**src/hw/iaf_pkg.sv**
```systemverilog
package iaf_pkg;
    localparam int ADDR_W = 12;
    localparam int DATA_W = 8;
    localparam int NUM_PTR = 3;
    localparam int FLAG_W = 5;
    // Pointer n owns an 8-byte slot at PTR_BASE_TOP - n * PTR_STRIDE.
    localparam logic [11:0] PTR_BASE_TOP = 12'hFE8;
    localparam logic [11:0] PTR_STRIDE = 12'h008;
    localparam logic [2:0] OFS_PLAIN = 3'h0;
    localparam logic [2:0] OFS_POST_DOWN = 3'h1;
    localparam logic [2:0] OFS_POST_UP = 3'h2;
    localparam logic [2:0] OFS_PRE_UP = 3'h3;
    localparam logic [2:0] OFS_INDEXED = 3'h4;
    localparam logic [2:0] OFS_PTR_HIGH = 3'h5;
    localparam logic [2:0] OFS_PTR_LOW = 3'h6;
    localparam logic [11:0] BANK_SEL_ADDR = 12'hFC0;
    localparam logic [11:0] FLAGS_ADDR = 12'hFC8;
    localparam logic [7:0] ACCESS_SPLIT = 8'h80;
    localparam logic [3:0] ACCESS_LOW_BANK = 4'h0;
    localparam logic [3:0] ACCESS_HIGH_BANK = 4'hF;
    localparam int FLAG_N = 4;
    localparam int FLAG_OV = 3;
    localparam int FLAG_Z = 2;
    localparam int FLAG_DC = 1;
    localparam int FLAG_C = 0;
    localparam logic [4:0] FLAGS_RESET = 5'h00;
    localparam logic [3:0] BANK_RESET = 4'h0;
    localparam logic [11:0] PTR_RESET = 12'h000;
    localparam logic [7:0] APB_PTR0 = 8'h00;
    localparam logic [7:0] APB_PTR1 = 8'h04;
    localparam logic [7:0] APB_PTR2 = 8'h08;
    localparam logic [7:0] APB_BANK = 8'h0C;
    localparam logic [7:0] APB_FLAGS = 8'h10;
    localparam logic [7:0] APB_LAST = 8'h14;
    typedef enum logic [2:0] {
        ALU_NONE = 3'b000,
        ALU_ADD = 3'b001,
        ALU_SUB = 3'b010,
        ALU_LOGIC = 3'b011,
        ALU_ROT_RIGHT = 3'b100,
        ALU_ROT_LEFT = 3'b101
    } iaf_alu_op_t;
endpackage : iaf_pkg
```
**src/hw/iaf_core.sv**
```systemverilog
// Notes on behaviour
// Three 12-bit pointers, high and low byte each, reach all 4096 bytes.
// Access to an indirect port goes to the address in its pointer.
// Indirect read of any port location returns zero and sets zero flag.
// Indirect write to a port location does nothing and keeps flags.
// Plain port keeps pointer; post-down subtracts one; post-up adds one.
// Pre-up port adds one first and accesses at the new value.
// Indexed port uses pointer plus signed working reg; neither changes.
// Pointer stepping never touches the arithmetic flags.
// Pointer stepping works on all 12 bits with carry into high byte.
// Write to a pointer byte beats that pointer's own step.
// Access bit clear swaps bank select for the access bank mapping.
// Full-address move uses its own 12-bit address, ignoring bank select.
// Flag register write loses to flags the instruction computes.
// Flags read zero in 7:5; N, OV, Z, DC, C in 4 down to 0.
// Negative flag copies result bit 7.
// Signed-wrap flag marks a wrong change of the sign bit.
// Zero flag is set on a zero result, cleared otherwise.
// Half carry is nibble carry, borrow inverted; rotates load bit 4 or 3.
// Carry is carry out of bit 7, inverted borrow; rotates load bit 7 or 0.
// Bank select gives address bits 11:8; upper bits read zero.
// Access bank is bank 0 low half then bank 15 high half.
// Pointer arithmetic and indexed addresses wrap modulo 4096.
`timescale 1ns/10ps
`default_nettype none
module iaf_core (
    // Clock and reset
    input wire logic i_ref_clk,
    input wire logic i_rst_n,
    // Operand access from the decoder
    input wire logic i_acc_valid,
    input wire logic i_acc_write,
    input wire logic i_acc_full,
    input wire logic i_acc_bank_a,
    input wire logic [7:0] i_acc_file,
    input wire logic [11:0] i_acc_full_addr,
    input wire logic [7:0] i_acc_wdata,
    input wire logic [7:0] i_working_reg,
    // ALU flag update
    input wire logic i_alu_valid,
    input wire logic [2:0] i_alu_op,
    input wire logic [7:0] i_alu_a,
    input wire logic [7:0] i_alu_b,
    input wire logic [7:0] i_alu_result,
    // Data RAM
    output logic [11:0] o_ram_addr,
    output logic o_ram_we,
    output logic o_ram_re,
    output logic [7:0] o_ram_wdata,
    // Read answer
    output logic o_rd_valid,
    output logic o_rd_from_ram,
    output logic [7:0] o_rd_data,
    output logic [7:0] o_alu_flags,
    // APB slave
    input wire logic i_psel,
    input wire logic i_penable,
    input wire logic i_pwrite,
    input wire logic [7:0] i_paddr,
    input wire logic [31:0] i_pwdata,
    output logic [31:0] o_prdata,
    output logic o_pready,
    output logic o_pslverr
);
    // ------------------------------------------------------------
    // Address decode helpers
    // ------------------------------------------------------------
    function automatic logic [11:0] ptr_base(input logic [1:0] n);
        ptr_base = iaf_pkg::PTR_BASE_TOP - 12'(n) * iaf_pkg::PTR_STRIDE;
    endfunction : ptr_base

    // Returns the owning pointer of a slot address, or 3 for none.
    function automatic logic [1:0] ptr_of(input logic [11:0] addr);
        ptr_of = 2'h3;
        for (int n = 0; n < iaf_pkg::NUM_PTR; n++) begin
            if (addr[11:3] == 9'(ptr_base(2'(n)) >> 3) &&
                addr[2:0] <= iaf_pkg::OFS_PTR_LOW) begin
                ptr_of = 2'(n);
            end
        end
    endfunction : ptr_of

    function automatic logic is_port(input logic [11:0] addr);
        is_port = (ptr_of(addr) != 2'h3) && (addr[2:0] <= iaf_pkg::OFS_INDEXED);
    endfunction : is_port

    logic [11:0] ptr [iaf_pkg::NUM_PTR];
    logic [3:0] bank_select;
    logic [4:0] flags;
    logic [12:0] last_access;

    // ------------------------------------------------------------
    // Operand address generation
    // ------------------------------------------------------------
    logic [11:0] logical_addr, sel_ptr, eff_addr;
    logic [1:0] lg_ptr, lg_idx, eff_ptr;
    logic [2:0] lg_ofs;
    logic [7:0] int_rdata;
    logic lg_port, eff_is_port, eff_high, eff_low, eff_bank, eff_flags, eff_internal;
    logic forced_zero_rd, nop_wr, do_wr;
    always_comb begin
        if (i_acc_full) begin
            logical_addr = i_acc_full_addr;
        end else if (i_acc_bank_a) begin
            logical_addr = {bank_select, i_acc_file};
        end else if (i_acc_file < iaf_pkg::ACCESS_SPLIT) begin
            logical_addr = {iaf_pkg::ACCESS_LOW_BANK, i_acc_file};
        end else begin
            logical_addr = {iaf_pkg::ACCESS_HIGH_BANK, i_acc_file};
        end
    end

    assign lg_ptr = ptr_of(logical_addr);
    assign lg_port = is_port(logical_addr);
    assign lg_ofs = logical_addr[2:0];
    assign lg_idx = lg_port ? lg_ptr : 2'h0;
    assign sel_ptr = ptr[lg_idx];
    always_comb begin
        eff_addr = logical_addr;
        if (lg_port) begin
            case (lg_ofs)
                iaf_pkg::OFS_PRE_UP: eff_addr = sel_ptr + 12'h001;
                iaf_pkg::OFS_INDEXED: begin
                    // Truncation to 12 bits gives the wrap.
                    eff_addr = sel_ptr + {{4{i_working_reg[7]}}, i_working_reg};
                end
                default: eff_addr = sel_ptr;
            endcase
        end
    end
    assign eff_is_port = lg_port && is_port(eff_addr);
    assign forced_zero_rd = i_acc_valid && !i_acc_write && eff_is_port;
    assign nop_wr = i_acc_valid && i_acc_write && eff_is_port;
    assign do_wr = i_acc_valid && i_acc_write && !eff_is_port;
    assign eff_ptr = ptr_of(eff_addr);
    assign eff_high = (eff_ptr != 2'h3) && (eff_addr[2:0] == iaf_pkg::OFS_PTR_HIGH);
    assign eff_low = (eff_ptr != 2'h3) && (eff_addr[2:0] == iaf_pkg::OFS_PTR_LOW);
    assign eff_bank = (eff_addr == iaf_pkg::BANK_SEL_ADDR);
    assign eff_flags = (eff_addr == iaf_pkg::FLAGS_ADDR);
    assign eff_internal = eff_high || eff_low || eff_bank || eff_flags;

    always_comb begin
        int_rdata = 8'h00;
        if (eff_high) begin
            int_rdata = {4'h0, ptr[eff_ptr][11:8]};
        end else if (eff_low) begin
            int_rdata = ptr[eff_ptr][7:0];
        end else if (eff_bank) begin
            int_rdata = {4'h0, bank_select};
        end else if (eff_flags) begin
            int_rdata = {3'h0, flags};
        end
    end

    // ------------------------------------------------------------
    // APB slave
    // ------------------------------------------------------------
    logic apb_wr, apb_mapped;
    logic [31:0] apb_rd_value;
    assign apb_wr = i_psel && i_penable && i_pwrite && apb_mapped;
    assign apb_mapped = (i_paddr <= iaf_pkg::APB_LAST) && (i_paddr[1:0] == 2'h0);
    assign o_pready = i_psel && i_penable;
    assign o_pslverr = i_psel && i_penable && !apb_mapped;
    always_comb begin
        case (i_paddr)
            iaf_pkg::APB_PTR0: apb_rd_value = {20'h00000, ptr[0]};
            iaf_pkg::APB_PTR1: apb_rd_value = {20'h00000, ptr[1]};
            iaf_pkg::APB_PTR2: apb_rd_value = {20'h00000, ptr[2]};
            iaf_pkg::APB_BANK: apb_rd_value = {28'h0000000, bank_select};
            iaf_pkg::APB_FLAGS: apb_rd_value = {27'h0000000, flags};
            iaf_pkg::APB_LAST: apb_rd_value = {19'h00000, last_access};
            default: apb_rd_value = 32'h00000000;
        endcase
    end

    // Read data is latched in the setup cycle, so the access phase needs no wait.
    always_ff @(posedge i_ref_clk or negedge i_rst_n) begin
        if (!i_rst_n) begin
            o_prdata <= 32'h00000000;
        end else if (i_psel && !i_penable) begin
            o_prdata <= apb_rd_value;
        end
    end

    // ------------------------------------------------------------
    // Pointers
    // ------------------------------------------------------------
    logic [11:0] next_ptr [iaf_pkg::NUM_PTR];
    always_comb begin
        for (int n = 0; n < iaf_pkg::NUM_PTR; n++) begin
            next_ptr[n] = ptr[n];
            if (apb_wr && i_paddr == iaf_pkg::APB_PTR0 + 8'(4 * n)) begin
                next_ptr[n] = i_pwdata[11:0];
            end
            // A port write that turns into a no-operation leaves the pointer alone.
            if (i_acc_valid && lg_port && lg_ptr == 2'(n) && !nop_wr) begin
                case (lg_ofs)
                    iaf_pkg::OFS_POST_DOWN: next_ptr[n] = ptr[n] - 12'h001;
                    iaf_pkg::OFS_POST_UP: next_ptr[n] = ptr[n] + 12'h001;
                    iaf_pkg::OFS_PRE_UP: next_ptr[n] = ptr[n] + 12'h001;
                    default: next_ptr[n] = next_ptr[n];
                endcase
            end
            if (do_wr && eff_ptr == 2'(n) && eff_high) begin
                next_ptr[n][11:8] = i_acc_wdata[3:0];
            end
            if (do_wr && eff_ptr == 2'(n) && eff_low) begin
                next_ptr[n][7:0] = i_acc_wdata;
            end
        end
    end

    always_ff @(posedge i_ref_clk or negedge i_rst_n) begin
        if (!i_rst_n) begin
            for (int n = 0; n < iaf_pkg::NUM_PTR; n++) begin
                ptr[n] <= iaf_pkg::PTR_RESET;
            end
        end else begin
            for (int n = 0; n < iaf_pkg::NUM_PTR; n++) begin
                ptr[n] <= next_ptr[n];
            end
        end
    end

    // ------------------------------------------------------------
    // Bank select
    // ------------------------------------------------------------
    always_ff @(posedge i_ref_clk or negedge i_rst_n) begin
        if (!i_rst_n) begin
            bank_select <= iaf_pkg::BANK_RESET;
        end else if (do_wr && eff_bank) begin
            bank_select <= i_acc_wdata[3:0];
        end else if (apb_wr && i_paddr == iaf_pkg::APB_BANK) begin
            bank_select <= i_pwdata[3:0];
        end
    end

    // ------------------------------------------------------------
    // ALU flags
    // ------------------------------------------------------------
    // Returns {update mask, computed flags}.
    function automatic logic [9:0] alu_flags_of(input iaf_pkg::iaf_alu_op_t op,
            input logic [7:0] a, input logic [7:0] b, input logic [7:0] res_in,
            input logic c_in);
        logic [8:0] sum;
        logic [4:0] nib, mask, f;
        logic [7:0] bb, res;
        sum = 9'h000;
        nib = 5'h00;
        bb = b;
        res = res_in;
        mask = 5'h00;
        f = 5'h00;
        case (op)
            iaf_pkg::ALU_ADD, iaf_pkg::ALU_SUB: begin
                // Subtraction adds the two's complement, so carries mean no borrow.
                bb = (op == iaf_pkg::ALU_SUB) ? ~b : b;
                sum = {1'b0, a} + {1'b0, bb} + 9'(op == iaf_pkg::ALU_SUB);
                nib = {1'b0, a[3:0]} + {1'b0, bb[3:0]} + 5'(op == iaf_pkg::ALU_SUB);
                res = sum[7:0];
                mask = 5'h1F;
                f[iaf_pkg::FLAG_C] = sum[8];
                f[iaf_pkg::FLAG_DC] = nib[4];
                f[iaf_pkg::FLAG_OV] = (a[7] == bb[7]) && (res[7] != a[7]);
            end
            iaf_pkg::ALU_LOGIC: mask = 5'h14;
            iaf_pkg::ALU_ROT_RIGHT: begin
                res = {c_in, a[7:1]};
                mask = 5'h17;
                f[iaf_pkg::FLAG_C] = a[0];
                f[iaf_pkg::FLAG_DC] = a[4];
            end
            iaf_pkg::ALU_ROT_LEFT: begin
                res = {a[6:0], c_in};
                mask = 5'h17;
                f[iaf_pkg::FLAG_C] = a[7];
                f[iaf_pkg::FLAG_DC] = a[3];
            end
            default: mask = 5'h00;
        endcase
        f[iaf_pkg::FLAG_N] = res[7];
        f[iaf_pkg::FLAG_Z] = (res == 8'h00);
        alu_flags_of = {mask, f};
    endfunction : alu_flags_of

    logic [9:0] alu_out;
    logic [4:0] upd_mask, next_flags;
    assign alu_out = alu_flags_of(iaf_pkg::iaf_alu_op_t'(i_alu_op), i_alu_a, i_alu_b,
        i_alu_result, flags[iaf_pkg::FLAG_C]);
    // Pointer stepping has no path into the flags at all.
    assign upd_mask = (i_alu_valid && !nop_wr) ? alu_out[9:5] : 5'h00;
    always_comb begin
        next_flags = flags;
        if (apb_wr && i_paddr == iaf_pkg::APB_FLAGS) begin
            next_flags = i_pwdata[4:0];
        end
        if (do_wr && eff_flags) begin
            next_flags = i_acc_wdata[4:0];
        end
        next_flags = (next_flags & ~upd_mask) | (alu_out[4:0] & upd_mask);
        if (forced_zero_rd) begin
            next_flags[iaf_pkg::FLAG_Z] = 1'b1;
        end
    end

    always_ff @(posedge i_ref_clk or negedge i_rst_n) begin
        if (!i_rst_n) begin
            flags <= iaf_pkg::FLAGS_RESET;
        end else begin
            flags <= next_flags;
        end
    end

    assign o_alu_flags = {3'h0, flags};

    // ------------------------------------------------------------
    // RAM request and read answer
    // ------------------------------------------------------------
    always_ff @(posedge i_ref_clk or negedge i_rst_n) begin
        if (!i_rst_n) begin
            o_ram_addr <= 12'h000;
            o_ram_we <= 1'b0;
            o_ram_re <= 1'b0;
            o_ram_wdata <= 8'h00;
            o_rd_valid <= 1'b0;
            o_rd_from_ram <= 1'b0;
            o_rd_data <= 8'h00;
            last_access <= 13'h0000;
        end else begin
            o_ram_addr <= eff_addr;
            o_ram_wdata <= i_acc_wdata;
            o_ram_we <= do_wr && !eff_internal;
            o_ram_re <= i_acc_valid && !i_acc_write && !eff_is_port && !eff_internal;
            o_rd_valid <= i_acc_valid && !i_acc_write;
            o_rd_from_ram <= i_acc_valid && !i_acc_write && !eff_is_port && !eff_internal;
            o_rd_data <= forced_zero_rd ? 8'h00 : int_rdata;
            if (i_acc_valid) begin
                last_access <= {eff_is_port, eff_addr};
            end
        end
    end
endmodule : iaf_core
`default_nettype wire

```
**config.mk**
```make
export PLATFORM = sky130hd
export DESIGN_NAME = iaf_core
export DESIGN_NICKNAME = d
export VERILOG_FILES = /design/src/hw/iaf_pkg.sv /design/src/hw/iaf_core.sv
export SDC_FILE = /design/constraint.sdc
export NUM_CORES = 1
export LEC_CHECK = 0
export ABC_AREA = 1
export BUFFER_PORTS_ARGS = -buffer_cell sky130_fd_sc_hd__clkbuf_2
export CORE_ASPECT_RATIO = 1.2
export CORE_UTILIZATION = 52
export CTS_CLUSTER_DIAMETER = 200
export CTS_CLUSTER_SIZE = 10
export DETAILED_ROUTE_END_ITERATION = 8
export PLACE_DENSITY = 0.79
export SETUP_SLACK_MARGIN = 0.4
export SYNTH_ARGS = -nofsm -noshare
export SYNTH_HDL_FRONTEND = slang
export SYNTH_SLANG_ARGS = --single-unit
```
**constraint.sdc**
```tcl
create_clock -name i_ref_clk -period 3.8 [get_ports i_ref_clk]
set_input_delay 0.38 -clock i_ref_clk [delete_from_list [all_inputs] [get_ports i_ref_clk]]
set_output_delay 0.38 -clock i_ref_clk [all_outputs]
set_load 0.01 [all_outputs]
```
# ---- After elaboration in Yosys (flattened, before gate mapping)
# Cells that the tools add are included.
dict set report totals {
  ff_bits 121
  latch_bits 0
  ram_bits 0
  mem_bits_ro 0
  input_bits 113
  mem_count 0
}
dict set report op_classes {
  addsub 12
  n_mul 0
  div_mod_pow 0
  n_lt_le_gt_ge 8
  n_eq_ne 32
  n_shift 0
  n_mux 50
  bitwise 7
  reduce_logical 68
}
# operator count
set op_table {}
lappend op_table {{two-way mux 12 bit} 14}
lappend op_table {{one-hot mux 12 bit (2 select lines)} 4}
lappend op_table {{one-hot mux 13 bit (6 select lines)} 1}
lappend op_table {{two-way mux 8 bit} 7}
lappend op_table {{equality test 9 bit (second input constant)} 6}
lappend op_table {{logical AND 1 bit} 50}
lappend op_table {{adder 12 x 1 -> 12 bit (second input constant)} 4}
lappend op_table {{binary-select mux 12 bit (select 2 bit)} 2}
lappend op_table {{subtractor 12 x 1 -> 12 bit (second input constant)} 3}
lappend op_table {{two-way mux 5 bit} 5}
lappend op_table {{equality test 12 bit (second input constant)} 2}
lappend op_table {{one-hot mux 8 bit (3 select lines)} 1}
lappend op_table {{two-way mux 4 bit} 5}
lappend op_table {{equality test 8 x 4 -> 1 bit (second input constant)} 2}
lappend op_table {{equality test 8 x 5 -> 1 bit (second input constant)} 2}
lappend op_table {{logical NOT 8 bit} 2}
lappend op_table {{equality test 3 bit (second input constant)} 5}
lappend op_table {{one-hot mux 5 bit (3 select lines)} 1}
lappend op_table {{two-way mux 2 bit} 7}
lappend op_table {{adder 12 bit} 1}
lappend op_table {{equality test 3 x 2 -> 1 bit (second input constant)} 4}
lappend op_table {{<= comparator 3 bit (second input constant)} 4}
lappend op_table {{bitwise AND 5 bit} 2}
lappend op_table {{adder 8 x 8 -> 9 bit} 1}
lappend op_table {{other kinds (24)} 42}

# ---- Logic depth before layout (Yosys ltp)
dict set report logic_depth {
  depth_word 35
  depth_mapped 36
}

# ---- Least setup slack after synthesis
# OpenSTA, ideal clock, no wires.
dict set report synth_timing {
  kind {input-to-reg}
  from {input i_acc_full}
  to {register ptr[15] (netlist name)}
  setup_time_ns 0.117
  arrival_ns 4.285
  required_time_ns 3.683
  path_slack_ns -0.601
  stages 33
  n_path_buf 4
  path_cell_list {inv_2 buf_6 nand2_1 nand2_1 nand2_1 nor2_1 nand2_1 nor2_2 nand3_2 buf_6 o211ai_1 nand2_1 ha_1 fa_1 nand3_1 nand3_1 nand2_1 inv_1 or2_2 a21oi_2 nand2_1 nand2_1 nand2_1 nor2_1 nor2_2 a21oi_4 nand3_2 buf_6 buf_2 nand3_1 nand2_1 nand2_1 nand2_1}
}
# item line
set synth_rtl {}
lappend synth_rtl {{start, declared} iaf_core.sv:33} ;# input wire logic i_acc_full,
lappend synth_rtl {{end signal, assigned by index} iaf_core.sv:216} ;# ptr[n] <= iaf_pkg::PTR_RESET;
lappend synth_rtl {{end signal, assigned by index} iaf_core.sv:220} ;# ptr[n] <= next_ptr[n];
lappend synth_rtl {{end, declared} iaf_core.sv:87} ;# logic [11:0] ptr [iaf_pkg::NUM_PTR];

==> summary.md <==
| Metric | Value |
|---|---|
| RSZ-0062 raised after global routing | `yes` |
| Final Core Density | `74.77%` |
| Dpl cells | `roughly 2100` |
| Most common cell after layout, fill and taps aside | `nand2_1` |
| Fin. max-slew vios | `0` |
| Die X-Extent | `between 100 and 150 µm` |
| Combinational share of power | `28.8%` |
| Post-synth top area cell | `dfrtp_1` |
| Post-layout nets | `2046` |
| Switching pwr | `1.061 mW` |
| Post-Syn Area | `just under 10000 µm²` |
| Via Count | `12164` |
| Top-area cell type share of the netlist area | `26.24%` |
| Maximum VDD drop | `0.2275 mV` |
| Drt pass-1 iters | `6` |
| Area delta synth->final | `40.24%` |
| GP Congestion | `1.055` |
| FILL cells | `1433` |
| Most used cell, CP | `nand2_1` |
| Reg area | `2552 µm²` |
| GR Util All Layers | `38.96%` |
| Synth Register Bits | `between 100 and 150` |
| Multi-input logic area | `7044 µm²` |
| Chip height | `151.8 µm` |
| Initial antenna violation count | `1` |
| Final antenna-violating net count | `0` |
| Row count | `54` |
| Mapped Avg Cell Area | `6.391 µm²` |
| Ys Warns | `0` |
| Fin. Hold Viols | `0` |
| Status | `finished with violations` |
| Total global routing overflow | `0` |
| CP peak stage delay | `roughly 0.41 ns` |
| Crit-path leading delay family | `simple AND/OR/NAND/NOR gates` |
| Slowest-stage cell, CP | `fa_2` |
| Final critical-path required period | `approximately 4.3 ns` |
| Post-synth EDFFs | `0` |
| Reg clk slew, reported paths | `0.08 ns` |
| Most used DFF post-synth | `dfrtp_1` |
| Starting density of the core | `53.32%` |
| Avg WL per Cell | `18.05 µm` |
| Synth cell types | `49` |
| Hold/Removal Path Class | `input pin to asynchronous set/reset pin` |
| Max Buffers Root-to-Sink | `2` |
| Post-CTS Hold Buffers | `0` |
| Max-cap check violation count | `0` |
| Largest cells by area after synthesis | `dfrtp_1 26%, nand2_1 19%, o21ai_0 6.8%` |
| Sequential Power Share | `just under 40%` |
| Worst slew margin | `35.48%` |
| Routed vias/inst | `5.765` |
| Internal | `1.961 mW` |
| Clock Skew | `0.02422 ns` |
| Crit path buf inv count | `4` |
| Fin cells | `2110` |
| Hpwl dp | `29400 µm` |
| Setup crit end kind | `flop` |
| Total Routed Length | `38080 µm` |
| # DRC | `0` |
| Vias in the first global route | `between 10000 and 15000` |
| F_max | `between 200 and 250 MHz` |
| Post-Syn Instances | `1522` |
| WS Path Type | `flop to flop` |
| CTS HTree Levels | `3` |
| Initial DRC Count | `about 1000` |
| Leakage | `7.131 nW` |
| First-pass GRT wire length | `58600 µm` |
| Switching Fraction | `between 30% and 40%` |
| Clk_lat worst skew | `0.38 ns` |
| DP Worst Slack | `-0.9454 ns` |
| Final WS setup | `-0.5144 ns` |
| Slew @ Worst Pin | `0.9678 ns` |
| Asr flop ratio synth | `100.0%` |
| CP startpoint kind | `flop` |
| # port buffers | `144` |
| Core Area | `18240 µm²` |
| Failing checks | `negative setup slack` |
| CP max FO | `6` |
| Clk network pwr share | `32.6%` |
| Setup Viol. Count Final | `56` |
| Ratio of cells with drive above 1 in the final layout | `33.42%` |
| Pwr dens | `roughly 220 nW/µm²` |
| Worst Path Arrival | `~4.6 ns` |
| Most frequent cells in the layout | `430 x nand2_1, 224 x buf_4, 149 x inv_1` |
| Crit share post-route | `113.5%` |
| Worst Path Required | `4.04 ns` |
| Sink Count | `102` |
| TritonCTS buffer count | `9` |
| Pwr Total | `3.022 mW` |
| Root buffer cell | `clkbuf_16` |
| Largest net degree at the start of global routing | `69` |
| Seq/Total Area, Yosys | `26.24%` |
| CTS tree | `yes` |
| Die area | `19260 µm²` |
| IO Pins | `187` |
per-layer routing:
layer / wire, µm / global-route usage (%)
met1: 13820 / 47.50
met5: 0 / 0
met4: 2716 / 24.66
met2: 18070 / 64.50
met3: 3474 / 5.528
sequential cells by signal (all words and copies together) (netlist names), named ones only:
name and flops:
ptr 36, o_prdata 13, flags 1, o_rd_data 8, o_ram_addr 12, bank_select 4
o_rd_valid 1, o_ram_we 1, o_rd_from_ram 1, last_access 13, o_ram_wdata 8
Yosys cell counts (9+ instances only):
master      n
inv_2      11
o21ai_1     9
xor2_1     32
ha_1       48
nand3_1   116
o211ai_1   11
xnor2_1    14
dfrtp_1   102
o21ai_0   133
inv_1     155
clkbuf_1   19
buf_4      29
nand2_2     9
o22ai_1    17
nor3_1     17
nor2_1     92
buf_2      13
nand2_1   500
a221oi_1    9
nand4_1    39
a21oi_1    55
through the flow:
| stage | cell area, µm² | hold slack, ns | setup TNS, ns |
|---|---|---|---|
| final | 13640 | 0.1349 | -22.00 |
| after global placement | 12310 | 0.4728 | -46.95 |
| after detailed placement | 12310 | 0.4764 | -48.66 |
| after floorplan | 10030 | 0.08441 | -13.97 |
| after global routing | 13640 | 0.2066 | -32.51 |
| after CTS | 13130 | 0.1697 | -16.73 |
layout make-up:
class | instances | share of cell area, %
inverter | 170 | 4.999
timing repair buffer | 395 | 20.24
sequential | 102 | 18.71
multi-input combinational | 1201 | 51.64
clock buffer | 9 | 1.651
antenna | 1 | 0.01835
clock inverter | 7 | 0.6329
tap | 224 | 2.055
timing repair inverter | 1 | 0.04586
what timing repair did:
action,4_1_cts,5_1_grt
buffers inserted,14,10
pin swaps,63,61
endpoints found under the setup margin,57,63
cloned,3,1
gates resized for setup,104,111
power by group through the flow:
stage | logic, mW | clock network [mW] | registers (mW)
6_report | 0.871 | 0.984 | 1.17
5_1_grt | 0.957 | 1.02 | 1.17
4_1_cts | 0.830 | 0.979 | 1.16
3_5_place_dp | 0.798 | 0 | 1.18
3_3_place_gp | 0.783 | 0 | 1.18
2_1_floorplan | 0.441 | 0 | 1.19
kinds of logic (layout without fill, tap and decap cells):
kind of cell	count (synthesis)	count (layout)	share of synthesized area, %
compound gates	272	272	16.05
buf+inv	241	582	10.91
fa+ha+maj	53	53	7.204
flops	102	102	26.24
simple gates	807	808	35.41
other cells	1	23	0.03855
xor+xnor	46	46	4.142
path summary, 6_finish.rpt:
check / from / endpoint / slack [ns] / cells past startpoint
setup / recovery: bank_select[1]$_DFFE_PN0P_ / ptr[12]$_DFF_PN0_ / -0.51 / 30
hold / removal: i_rst_n / o_ram_wdata[7]$_DFF_PN0_ / 0.13 / 1
setup reg to reg: bank_select[1]$_DFFE_PN0P_ / ptr[12]$_DFF_PN0_ / -0.51 / 30
hold reg to reg: o_prdata[11]$_DFFE_PN0P_ / o_prdata[11]$_DFFE_PN0P_ / 0.50 / 2
max in group asynchronous: i_rst_n / last_access[2]$_DFFE_PN0P_ / 2.90 / 2
min in group i_ref_clk: i_acc_write / o_rd_from_ram$_DFF_PN0_ / 0.21 / 2
Note: power is estimated with default switching activity, not from simulation.
